<file path="src/rtl/tmcs_pkg.sv">
package tmcs_pkg;
	// ---------------------------------------------------------------
	// Register map
	// ---------------------------------------------------------------
	localparam logic [9:0] ADDR_MODE    = 10'h120;
	localparam logic [9:0] ADDR_CTRL1   = 10'h121;
	localparam logic [9:0] ADDR_STATUS  = 10'h123;
	localparam logic [9:0] ADDR_GRA     = 10'h128;
	localparam logic [9:0] ADDR_GRB     = 10'h12a;
	localparam logic [9:0] ADDR_GRC     = 10'h12c;
	localparam logic [9:0] ADDR_GRD     = 10'h12e;
	localparam logic [9:0] ADDR_CAPCFG  = 10'h13c;
	localparam logic [9:0] ADDR_CNT     = 10'h126;

	localparam logic [7:0] MODE_RST     = 8'h48;
	localparam logic [7:0] CTRL1_RST    = 8'h00;
	localparam logic [7:0] STATUS_RST   = 8'h70;
	localparam logic [7:0] MODE_FIXED1  = 8'h40;
	localparam logic [7:0] STATUS_FIX1  = 8'h70;
	localparam logic [7:0] MODE_WMASK   = 8'hbf;

	// ---------------------------------------------------------------
	// Field positions
	// ---------------------------------------------------------------
	localparam int MODE_CHAN_B_PULSE_SELECT  = 0;
	localparam int MODE_CHAN_C_PULSE_SELECT  = 1;
	localparam int MODE_CHAN_D_PULSE_SELECT  = 2;
	localparam int MODE_TW    = 3;
	localparam int MODE_BFC   = 4;
	localparam int MODE_BFD   = 5;
	localparam int MODE_RUN   = 7;
	localparam int CTRL_COUNTER_CLEAR_SELECT  = 7;
	localparam int CTRL_SRC_L = 4;
	localparam int ST_OVF     = 7;

	// ---------------------------------------------------------------
	// Count source codes and prescaler taps
	// ---------------------------------------------------------------
	typedef enum logic [2:0] {
		SRC_DIV1  = 3'b000,
		SRC_DIV2  = 3'b001,
		SRC_DIV4  = 3'b010,
		SRC_DIV8  = 3'b011,
		SRC_DIV32 = 3'b100,
		SRC_EXT   = 3'b101,
		SRC_OSC   = 3'b110,
		SRC_BAD   = 3'b111
	} tmcs_src_t;

	localparam logic [4:0] PRE_MAX  = 5'h1f;
	localparam logic [15:0] CNT_MAX = 16'hffff;
	localparam logic [15:0] CNT_ZERO = 16'h0000;
	localparam logic [7:0] BYTE_ZERO = 8'h00;
endpackage

</file>
<file path="src/rtl/tmcs_timer.sv">
`timescale 1ns/1ns
// How it works
// - Select bits for channels B..D: timer or PWM
// - Channel PWM bits only when select bit 1
// - Select bit 0 means triggered wave mode
// - Register C general or A buffer
// - Register D general or B buffer
// - Unassigned mode/status bits read as one
// - Run bit stops or starts the counter
// - Source field selects divided or fast clock
// - Code 101 counts external clock rising edges
// - Clear select: free run or clear on A
// - One output level bit per channel
// - Capture channels ignore level bits; only channel A also ignores clear
// - Capture on channel A makes the counter run freely
// - Four match flags plus overflow flag
// - Clear only by zero after reading one
// - Compare match sets channel flag
// - Chosen pin edge sets capture flag
// - Counter overflow sets overflow flag
module tmcs_timer (
	input  wire logic        ref_clk,     // 100 MHz clock
	input  wire logic        srst,        // Synchronous reset
	input  wire logic [9:0]  addr,        // Register address
	input  wire logic [7:0]  wdata,       // Write data
	input  wire logic        wr,          // Write strobe
	input  wire logic        rd,          // Read strobe
	input  wire logic        fast_internal_osc, // Fast oscillator tick
	input  wire logic        external_count_clock, // External count input
	input  wire logic [3:0]  chan_pin,    // Channel pins A..D
	output logic      [7:0]  rdata,       // Read data, next cycle
	output logic      [15:0] main_counter,// Counter value
	output logic      [3:0]  chan_pulse_mode, // Channel in PWM mode
	output logic             triggered_mode,  // Triggered wave mode
	output logic      [3:0]  chan_level   // Output level selects
);
	logic [7:0]  mode_q;
	logic [7:0]  ctrl_q;
	logic [4:0]  flags_q;
	logic [4:0]  seen_q;
	logic [15:0] gr_q [4];
	logic [7:0]  capcfg_q;
	logic [4:0]  pre_q;
	logic        ext_q;
	logic [3:0]  pin_q;
	logic        tick;
	logic        capture_any;
	logic [3:0]  match;
	logic [3:0]  cap_ev;
	logic        wrap;
	logic        clr_a;

	function automatic logic is_addr(input logic [9:0] a, input logic [9:0] b);
		is_addr = (a == b);
	endfunction

	// ---------------------------------------------------------------
	// Registers
	// ---------------------------------------------------------------
	always_ff @(posedge ref_clk) begin
		if (srst) begin
			mode_q <= tmcs_pkg::MODE_RST;
		end else if (wr && is_addr(addr, tmcs_pkg::ADDR_MODE)) begin
			mode_q <= (wdata & tmcs_pkg::MODE_WMASK) | tmcs_pkg::MODE_FIXED1;
		end
	end

	always_ff @(posedge ref_clk) begin
		if (srst) begin
			ctrl_q <= tmcs_pkg::CTRL1_RST;
		end else if (wr && is_addr(addr, tmcs_pkg::ADDR_CTRL1)) begin
			ctrl_q <= wdata;
		end
	end

	// Capture channel config: bit j = capture; edge select bits 2j+1:2j sit at the next address
	always_ff @(posedge ref_clk) begin
		if (srst) begin
			capcfg_q <= tmcs_pkg::BYTE_ZERO;
		end else if (wr && is_addr(addr, tmcs_pkg::ADDR_CAPCFG)) begin
			capcfg_q <= wdata;
		end
	end

	logic [7:0] cap_edge_q;
	always_ff @(posedge ref_clk) begin
		if (srst) begin
			cap_edge_q <= tmcs_pkg::BYTE_ZERO;
		end else if (wr && is_addr(addr, tmcs_pkg::ADDR_CAPCFG + 10'h001)) begin
			cap_edge_q <= wdata;
		end
	end

	logic [3:0] cap_en;
	assign cap_en = capcfg_q[3:0];

	// buffer writes to C/D land in C/D; transfer to A/B on clear
	genvar g;
	generate
		for (g = 0; g < 4; g++) begin : g_gr
			logic [9:0] base;
			logic        buf_load;
			logic [15:0] buf_val;
			assign base = tmcs_pkg::ADDR_GRA + 10'(2 * g);
			// Only A and B have a buffer partner, two slots up
			if (g < 2) begin : g_buf
				assign buf_load = clr_a & mode_q[tmcs_pkg::MODE_BFC + g];
				assign buf_val  = gr_q[g + 2];
			end else begin : g_nobuf
				assign buf_load = 1'b0;
				assign buf_val  = tmcs_pkg::CNT_ZERO;
			end
			always_ff @(posedge ref_clk) begin
				if (srst) begin
					gr_q[g] <= tmcs_pkg::CNT_MAX;
				end else if (cap_ev[g]) begin
					gr_q[g] <= main_counter;
				end else if (buf_load) begin
					gr_q[g] <= buf_val;
				end else if (wr && is_addr(addr, base)) begin
					gr_q[g][15:8] <= wdata;
				end else if (wr && is_addr(addr, base + 10'h001)) begin
					gr_q[g][7:0] <= wdata;
				end
			end
		end
	endgenerate

	// ---------------------------------------------------------------
	// Count source
	// ---------------------------------------------------------------
	always_ff @(posedge ref_clk) begin
		if (srst) begin
			pre_q <= 5'h00;
			// Track the pins through reset so no false edge follows release
			ext_q <= external_count_clock;
			pin_q <= chan_pin;
		end else begin
			pre_q <= pre_q + 5'h01;
			ext_q <= external_count_clock;
			pin_q <= chan_pin;
		end
	end

	tmcs_pkg::tmcs_src_t src;
	assign src = tmcs_pkg::tmcs_src_t'(ctrl_q[tmcs_pkg::CTRL_SRC_L +: 3]);

	always_comb begin
		case (src)
			tmcs_pkg::SRC_DIV1:  tick = 1'b1;
			tmcs_pkg::SRC_DIV2:  tick = pre_q[0];
			tmcs_pkg::SRC_DIV4:  tick = &pre_q[1:0];
			tmcs_pkg::SRC_DIV8:  tick = &pre_q[2:0];
			tmcs_pkg::SRC_DIV32: tick = (pre_q == tmcs_pkg::PRE_MAX);
			tmcs_pkg::SRC_EXT:   tick = external_count_clock & ~ext_q;
			tmcs_pkg::SRC_OSC:   tick = fast_internal_osc;
			default:             tick = 1'b0;
		endcase
	end

	// ---------------------------------------------------------------
	// Counter
	// ---------------------------------------------------------------
	logic run;
	assign run = mode_q[tmcs_pkg::MODE_RUN];
	// Capture on A forces free-running counting
	assign capture_any = ~triggered_mode & cap_en[0];
	assign clr_a = run & tick & ctrl_q[tmcs_pkg::CTRL_COUNTER_CLEAR_SELECT] & ~capture_any
		& (main_counter == gr_q[0]);
	assign wrap = run & tick & ~clr_a & (main_counter == tmcs_pkg::CNT_MAX);

	always_ff @(posedge ref_clk) begin
		if (srst) begin
			main_counter <= tmcs_pkg::CNT_ZERO;
		end else if (wr && is_addr(addr, tmcs_pkg::ADDR_CNT)) begin
			main_counter[15:8] <= wdata;
		end else if (wr && is_addr(addr, tmcs_pkg::ADDR_CNT + 10'h001)) begin
			main_counter[7:0] <= wdata;
		end else if (clr_a) begin
			main_counter <= tmcs_pkg::CNT_ZERO;
		end else if (run && tick) begin
			main_counter <= main_counter + 16'h0001;
		end
	end

	// ---------------------------------------------------------------
	// Events
	// ---------------------------------------------------------------
	generate
		for (g = 0; g < 4; g++) begin : g_ev
			logic rise;
			logic fall;
			logic cap;
			assign rise = chan_pin[g] & ~pin_q[g];
			assign fall = ~chan_pin[g] & pin_q[g];
			assign cap  = ~triggered_mode & cap_en[g];
			always_comb begin
				case (cap_edge_q[2*g +: 2])
					2'b00:   cap_ev[g] = cap & rise;
					2'b01:   cap_ev[g] = cap & fall;
					default: cap_ev[g] = cap & (rise | fall);
				endcase
			end
			assign match[g] = ~cap & run & tick & (main_counter == gr_q[g]);
		end
	endgenerate

	// ---------------------------------------------------------------
	// Status flags
	// ---------------------------------------------------------------
	logic [4:0] set_ev;
	logic [4:0] st_rd;
	logic       st_wr;
	assign set_ev = {wrap, cap_ev | match};
	assign st_wr = wr && is_addr(addr, tmcs_pkg::ADDR_STATUS);

	always_ff @(posedge ref_clk) begin
		if (srst) begin
			seen_q <= 5'h00;
		end else if (rd && is_addr(addr, tmcs_pkg::ADDR_STATUS)) begin
			seen_q <= flags_q;
		end else if (st_wr) begin
			seen_q <= 5'h00;
		end
	end

	assign st_rd = {wdata[tmcs_pkg::ST_OVF], wdata[3:0]};

	// Set beats clear; zero clears only bits seen as one
	always_ff @(posedge ref_clk) begin
		if (srst) begin
			flags_q <= 5'h00;
		end else if (st_wr) begin
			flags_q <= set_ev | (flags_q & ~(seen_q & ~st_rd));
		end else begin
			flags_q <= flags_q | set_ev;
		end
	end

	// ---------------------------------------------------------------
	// Read path and mode outputs
	// ---------------------------------------------------------------
	logic [7:0] rd_d;
	always_comb begin
		rd_d = tmcs_pkg::BYTE_ZERO;
		if (is_addr(addr, tmcs_pkg::ADDR_MODE)) begin
			rd_d = mode_q | tmcs_pkg::MODE_FIXED1;
		end else if (is_addr(addr, tmcs_pkg::ADDR_CTRL1)) begin
			rd_d = ctrl_q;
		end else if (is_addr(addr, tmcs_pkg::ADDR_STATUS)) begin
			rd_d = {flags_q[4], tmcs_pkg::STATUS_FIX1[6:4], flags_q[3:0]};
		end else if (is_addr(addr, tmcs_pkg::ADDR_CNT)) begin
			rd_d = main_counter[15:8];
		end else if (is_addr(addr, tmcs_pkg::ADDR_CNT + 10'h001)) begin
			rd_d = main_counter[7:0];
		end else if (is_addr(addr, tmcs_pkg::ADDR_CAPCFG)) begin
			rd_d = capcfg_q;
		end else if (is_addr(addr, tmcs_pkg::ADDR_CAPCFG + 10'h001)) begin
			rd_d = cap_edge_q;
		end
		// General registers: even byte high, odd byte low
		for (int i = 0; i < 4; i++) begin
			if (is_addr(addr, tmcs_pkg::ADDR_GRA + 10'(2 * i))) begin
				rd_d = gr_q[i][15:8];
			end else if (is_addr(addr, tmcs_pkg::ADDR_GRA + 10'(2 * i + 1))) begin
				rd_d = gr_q[i][7:0];
			end
		end
	end

	always_ff @(posedge ref_clk) begin
		if (srst) begin
			rdata <= tmcs_pkg::BYTE_ZERO;
		end else begin
			rdata <= rd ? rd_d : tmcs_pkg::BYTE_ZERO;
		end
	end

	always_ff @(posedge ref_clk) begin
		if (srst) begin
			triggered_mode  <= 1'b0;
			chan_pulse_mode <= 4'h0;
			chan_level      <= 4'h0;
		end else begin
			triggered_mode <= ~mode_q[tmcs_pkg::MODE_TW];
			chan_pulse_mode <= mode_q[tmcs_pkg::MODE_TW]
				? {mode_q[tmcs_pkg::MODE_CHAN_D_PULSE_SELECT], mode_q[tmcs_pkg::MODE_CHAN_C_PULSE_SELECT],
					mode_q[tmcs_pkg::MODE_CHAN_B_PULSE_SELECT], 1'b0}
				: 4'h0;
			chan_level <= ctrl_q[3:0] & ~cap_en;
		end
	end

	// ---------------------------------------------------------------
	// Checks
	// ---------------------------------------------------------------
	property p_run_stop;
		@(posedge ref_clk) disable iff (srst)
		(!run && !wr) |=> (main_counter == $past(main_counter));
	endproperty
	a_run_stop: assert property (p_run_stop) else $error("counter moved while stopped");

	property p_status_ones;
		@(posedge ref_clk) disable iff (srst)
		(rd && addr == tmcs_pkg::ADDR_STATUS) |=> (rdata[6:4] == 3'b111);
	endproperty
	a_status_ones: assert property (p_status_ones) else $error("status spare bits not one");

	property p_ovf_set;
		@(posedge ref_clk) disable iff (srst)
		wrap |=> flags_q[4];
	endproperty
	a_ovf_set: assert property (p_ovf_set) else $error("overflow flag not set");

	property p_clear_a;
		@(posedge ref_clk) disable iff (srst)
		(clr_a && !wr) |=> (main_counter == tmcs_pkg::CNT_ZERO);
	endproperty
	a_clear_a: assert property (p_clear_a) else $error("no clear on match A");

	property p_free_run;
		@(posedge ref_clk) disable iff (srst)
		(capture_any && run && tick && !wr && main_counter == gr_q[0]
			&& main_counter != tmcs_pkg::CNT_MAX) |=> (main_counter == $past(main_counter) + 16'h0001);
	endproperty
	a_free_run: assert property (p_free_run) else $error("clear during capture");

	property p_keep_unseen;
		@(posedge ref_clk) disable iff (srst)
		(st_wr && !seen_q[0] && flags_q[0]) |=> flags_q[0];
	endproperty
	a_keep_unseen: assert property (p_keep_unseen) else $error("unseen flag cleared");

	property p_match_a;
		@(posedge ref_clk) disable iff (srst)
		match[0] |=> flags_q[0];
	endproperty
	a_match_a: assert property (p_match_a) else $error("match A flag not set");

	property p_triggered;
		@(posedge ref_clk) disable iff (srst)
		!mode_q[tmcs_pkg::MODE_TW] |=> (triggered_mode && chan_pulse_mode == 4'h0);
	endproperty
	a_triggered: assert property (p_triggered) else $error("pulse bits not ignored");
endmodule

</file>
<file path="config.mk">
export PLATFORM = sky130hd
export DESIGN_NAME = tmcs_timer
export DESIGN_NICKNAME = d
export VERILOG_FILES = /design/src/rtl/tmcs_pkg.sv /design/src/rtl/tmcs_timer.sv
export SDC_FILE = /design/constraint.sdc
export NUM_CORES = 1
export LEC_CHECK = 0
export BUFFER_PORTS_ARGS = -buffer_cell sky130_fd_sc_hd__buf_2
export CORE_ASPECT_RATIO = 1.1
export CORE_MARGIN = 5
export CORE_UTILIZATION = 62
export DETAILED_ROUTE_END_ITERATION = 8
export PLACE_DENSITY_LB_ADDON = 0.05
export SYNTH_ARGS = -nofsm -noshare
export SYNTH_HDL_FRONTEND = slang
export SYNTH_SLANG_ARGS = --single-unit
</file>
<file path="constraint.sdc">
create_clock -name ref_clk -period 8.22 [get_ports ref_clk]
set_input_delay 1.644 -clock ref_clk [delete_from_list [all_inputs] [get_ports ref_clk]]
set_output_delay 1.644 -clock ref_clk [all_outputs]
set_load 0.005 [all_outputs]
</file>
# Word level (Yosys, flattened, before mapping)
# Memory sizes are Yosys's and may differ from the RTL's.
# Cells that the tools add are included.
[classes]
reduce_logical = 31
addsub = 2
n_mux = 104
bitwise = 90
n_eq_ne = 32
[op_table]
columns = ["op", "count"]
rows = [
  ["8-bit two-way mux", 26],
  ["10-bit by 9-bit equality test with 1-bit output, second input constant", 15],
  ["16-bit two-way mux", 8],
  ["16-bit equality test", 4],
  ["1-bit two-way mux", 62],
  ["1-bit bitwise AND", 45],
  ["1-bit inverter", 18],
  ["1-bit bitwise OR", 18],
  ["1-bit logical AND", 17],
  ["16-bit by 1-bit adder with 16-bit output, second input constant", 1],
  ["16-bit equality test, second input constant", 1],
  ["5-bit two-way mux", 3],
  ["5-bit bitwise AND", 2],
  ["5-bit inverter", 2],
  ["5-bit bitwise OR", 2],
  ["3-bit equality test, second input constant", 3],
  ["2-bit by 1-bit equality test with 1-bit output, second input constant", 4],
  ["2-bit logical NOT", 4],
  ["1-bit one-hot mux with 2 select lines", 4],
  ["1-bit one-hot mux with 7 select lines", 1],
  ["3-bit by 2-bit equality test with 1-bit output, second input constant", 2],
  ["2-bit AND reduction", 3],
  ["3-bit nonzero test", 2],
  ["5-bit by 1-bit adder with 5-bit output, second input constant", 1],
  ["other kinds (10)", 11],
]
[word_totals]
regBits = 84
elab_cells = 276
ram_bits = 64
memories = 1
[memory_table]
columns = ["name", "words", "width", "read_ports", "rd_ports_with_merged_regs", "wr", "line_no", "rtl"]
rows = [
  ["gr_q", 4, 16, 4, 0, 4, "tmcs_timer.sv:41", "logic [15:0] gr_q [4];"],
]

# Longest topological paths before layout
[logic_depth]
ltp_word = 16
depth_mapped = 11
ltp_nobuf = 9

# Worst setup path before layout
# No wires, ideal clock.
[synth_timing]
path_type = "input port to flip-flop"
startpoint = "in addr[6]"
endpoint = "mem gr_q[2][10] (enable)"
slack_ns = 4.586
path_buffers = 2
setup_time_ns = 0.387
path_stages = 5
arrival_ns = 3.248
cell_sequence = "nand4bb_1 -> clkbuf_1 -> or3b_1 -> clkbuf_1 -> o31ai_1"
[synth_lines]
columns = ["item", "line_no", "rtl"]
rows = [
  ["start, declared", "tmcs_timer.sv:24", "input wire logic [9:0] addr,"],
  ["end, declared", "tmcs_timer.sv:41", ""],
]

==> impl_metrics.tcl <==
set metrics [dict create \
    status "finished clean" \
    grt_pass1_wl_um 50480 \
    syn_area_mm2 0.009199 \
    holdWs_ps 457.0 \
    ys_types 90 \
    start_util_pct 63.42 \
    p_leak_nw 3.609 \
    reg2reg_setup_slack_ps 4820 \
    synthXorXnorAreaFrac_pct 6.474 \
    nNetsFinal 1080 \
    rows 46 \
    total_power_mw 1.729 \
    cp.required_ps 8320 \
    worst_pin_slew_ps 1261 \
    worst_slack_ps 3993 \
    setup_viol 0 \
    place_inst 1213 \
    num_vias 8778 \
    async_flop_share_pct 0 \
    post-route-util_pct 69.51 \
    drtAntennaViolNets 0 \
    grt_max_degree 96 \
    maxCapViolCount 0 \
    synth_seq_area_share_pct 38.96 \
    combPwrFrac_pct 9.6 \
    worstPathArrival_ps 4330 \
    stdcell_count 1244 \
    drt_first_pass_iters 8 \
    layout_common_cells "102 x nor2_1, 83 x dfxtp_1, 72 x nand2_1" \
    worst_clock_skew_ps 14.04 \
    grt_util_met1_pct 46.60 \
    cts_root_buffer "clkbuf_16" \
    p_int_mw 1.291 \
    syn_nets 1071 \
    seqPwrFrac_pct 44.7 \
    dp_slack_ps 3639 \
    crit_slowest_cell "nor2_1" \
    place_area_mm2 0.009493 \
    grt_pass1_vias 8260 \
    wl_per_cell_um 27.09 \
    timing.critical_path.to_type "register" \
    grt_setup_unrepaired "no" \
    cpPeakStageDelay_ps 720 \
    drt_first_iter_violations 1366 \
    vias_per_cell 7.056 \
    mostFrequentLayoutCell "nor2_1" \
    gp_congestion 1.095 \
    slew_headroom_pct 15.02 \
    synth_top_family_by_area "simple AND/OR/NAND/NOR gates" \
    synth-edff-count 64 \
    dieWidth_um 126.1 \
    clockBufferDepth 2 \
    crit_buf_inv 2 \
    hold_viol_final 0 \
    cts_resized 0 \
    cp_max_fo 53 \
    dieArea_mm2 0.01738 \
    drc 0 \
    syn_avg_cell_area_um2 8.922 \
    hold_depth 2 \
    max_freq_mhz 236.6 \
    switchingPower_uw 438.1 \
    grt_overflow 0 \
    cts_buffers 17 \
    r2r_start "pre_q[0]$_SDFF_PP0_" \
    critical_path_class "in -> reg" \
    worst-path-stages 6 \
    routed_wl_um 33690 \
    cts_tree "built" \
    grt_busiest_layer "met2" \
    synthMuxAreaShare_pct 3.917 \
    yosys.area_share.adder_pct 1.632 \
    min_path_type "reg -> reg" \
    coreArea_mm2 0.01450 \
    drive_above_1_share_pct 15.21 \
    io_pins 61 \
    antenna_cells 0 \
    htreeDepth 4 \
    tns_ps 0 \
    worstSetupStartpointType "input port" \
    die_h_um 137.8 \
    ys.flop_type "dfxtp_1" \
    synth_compound_area_share_pct 20.35 \
    grt_usage_pct 38.69 \
    crit_end "gr_q[2][3]$_SDFFCE_PN1P_" \
    crit_family "simple AND/OR/NAND/NOR gates" \
    yosysWarnings 0 \
    clock-sinks 147 \
    fin_area_mm2 0.01008 \
    power.density_mw_per_mm2 171.5 \
    ir_worst_vdd_mv 0.1378 \
    swShare_pct 25.33 \
    antenna_found_initial 1 \
    synthSimpleGateAreaFrac_pct 22.13 \
    period_share_pct 51.42 \
    gr-usage-met3_pct 9.926 \
    reg2reg_to "gr_q[0][9]$_DFFE_PP_" \
    ff2ff_path_depth 9 \
    clk_latency_ps 440 \
    port_buffers 59 \
    area_delta_synth_final_pct 9.603 \
    startpoint "addr[0]" \
    p_clk_share_pct 45.8 \
    slew_viol_final 0 \
    dp_hpwl_um 23470 \
    timing.final.crit_period_ps 4227 \
    hold_buffers 0 \
    path_clk_slew_ps 60 \
    grt_use_met2_pct 60.44 \
    post_cts_buffers 0 \
    syn_inst 1031 \
    crit_chain "buf_2 > buf_4 > nand2b_1 > nor2_1 > nand3_1 > nand2_1" \
    synth-seq-cells 147 \
]
## synthesized netlist by cell type, types with 4 or more instances
library cell | number | area share (%)
a211oi_1 | 7 | 0.57
a21oi_1 | 47 | 2.6
a221oi_1 | 38 | 3.6
a22oi_1 | 12 | 0.98
a31oi_1 | 10 | 0.68
and2_1 | 9 | 0.61
and3_1 | 11 | 0.75
buf_1 | 10 | 0.41
buf_2 | 12 | 0.65
buf_4 | 5 | 0.41
clkbuf_1 | 58 | 2.4
dfxtp_1 | 83 | 18
edfxtp_1 | 64 | 21
ha_1 | 12 | 1.6
inv_1 | 55 | 2.2
mux2_2 | 14 | 1.7
mux2i_1 | 18 | 2.0
nand2_1 | 72 | 2.9
nand2b_1 | 15 | 1.0
nand3_1 | 46 | 2.5
nand3b_1 | 11 | 0.90
nand4_1 | 18 | 1.2
nor2_1 | 102 | 4.2
nor2b_1 | 15 | 1.0
nor3_1 | 14 | 0.76
nor3b_1 | 8 | 0.65
nor4_1 | 12 | 0.82
nor4_2 | 4 | 0.54
o211ai_1 | 4 | 0.33
o21ai_0 | 24 | 1.3
o21ai_1 | 5 | 0.27
o221ai_1 | 6 | 0.57
o22a_1 | 34 | 3.2
o22ai_1 | 20 | 1.4
or2_2 | 5 | 0.34
xnor2_1 | 39 | 3.7
xor2_1 | 29 | 2.8
## cells by family (layout without fill, tap and decap cells)
family,count (synthesis),after routing
other,1,1
buffers and inverters,144,165
AOI/OAI and AO/OA,251,251
xor gates and xnor gates,68,68
and+or+nand+nor,375,375
muxes,33,33
adders and majority gates,12,12
DFF,147,147
## power by group through the flow
stage | logic, mW | registers, mW | clock network, mW
detailed placement | 0.159 | 0.788 | 0
CTS | 0.160 | 0.772 | 0.792
global placement | 0.157 | 0.788 | 0
floorplan | 0.0990 | 0.788 | 0
global route | 0.172 | 0.773 | 0.823
finish | 0.165 | 0.772 | 0.792
## area by class of cell
cell class	count	area [um^2]
Clock buffer	19	432.9
Clock inverter	12	156.4
Fill cell	1201	4422
Inverter	55	206.4
Multi-Input combinational cell	740	5017
Sequential cell	147	3583
Tap cell	192	240.2
Timing Repair Buffer	79	445.4
## worst min-delay path: stages, from the launching register on
cell	delay, ps
dfxtp_1	310
nand2_1	50
a21oi_1	50
## per-layer routing
metal	vias up	part of all wire (%)
li1	3818	-
met1	4102	35
met2	676	44
met3	182	12
met4	0	8.4
met5	-	0
## state kept, by name, indices dropped and copies added (netlist names)
signal	cells
pin_q	4
chan_pulse_mode	3
mode_q	7
pre_q	5
triggered_mode	1
main_counter	16
rdata	8
ext_q	1
gr_q	64
capcfg_q	8
cap_edge_q	8
ctrl_q	8
chan_level	4
flags_q	5
seen_q	5
## worst min path at each step
stage                             start                        end  slack, ps
3_3_place_gp   capcfg_q[5]$_SDFFE_PP0P_   capcfg_q[5]$_SDFFE_PP0P_        440
4_1_cts        capcfg_q[7]$_SDFFE_PP0P_   capcfg_q[7]$_SDFFE_PP0P_        460
5_1_grt        capcfg_q[7]$_SDFFE_PP0P_   capcfg_q[7]$_SDFFE_PP0P_        490
3_5_place_dp   capcfg_q[7]$_SDFFE_PP0P_   capcfg_q[7]$_SDFFE_PP0P_        450
6_report       capcfg_q[5]$_SDFFE_PP0P_   capcfg_q[5]$_SDFFE_PP0P_        460
2_1_floorplan    mode_q[3]$_SDFFE_PP1P_  triggered_mode$_SDFF_PP0_        420
Note: power is estimated with default switching activity, not from simulation.
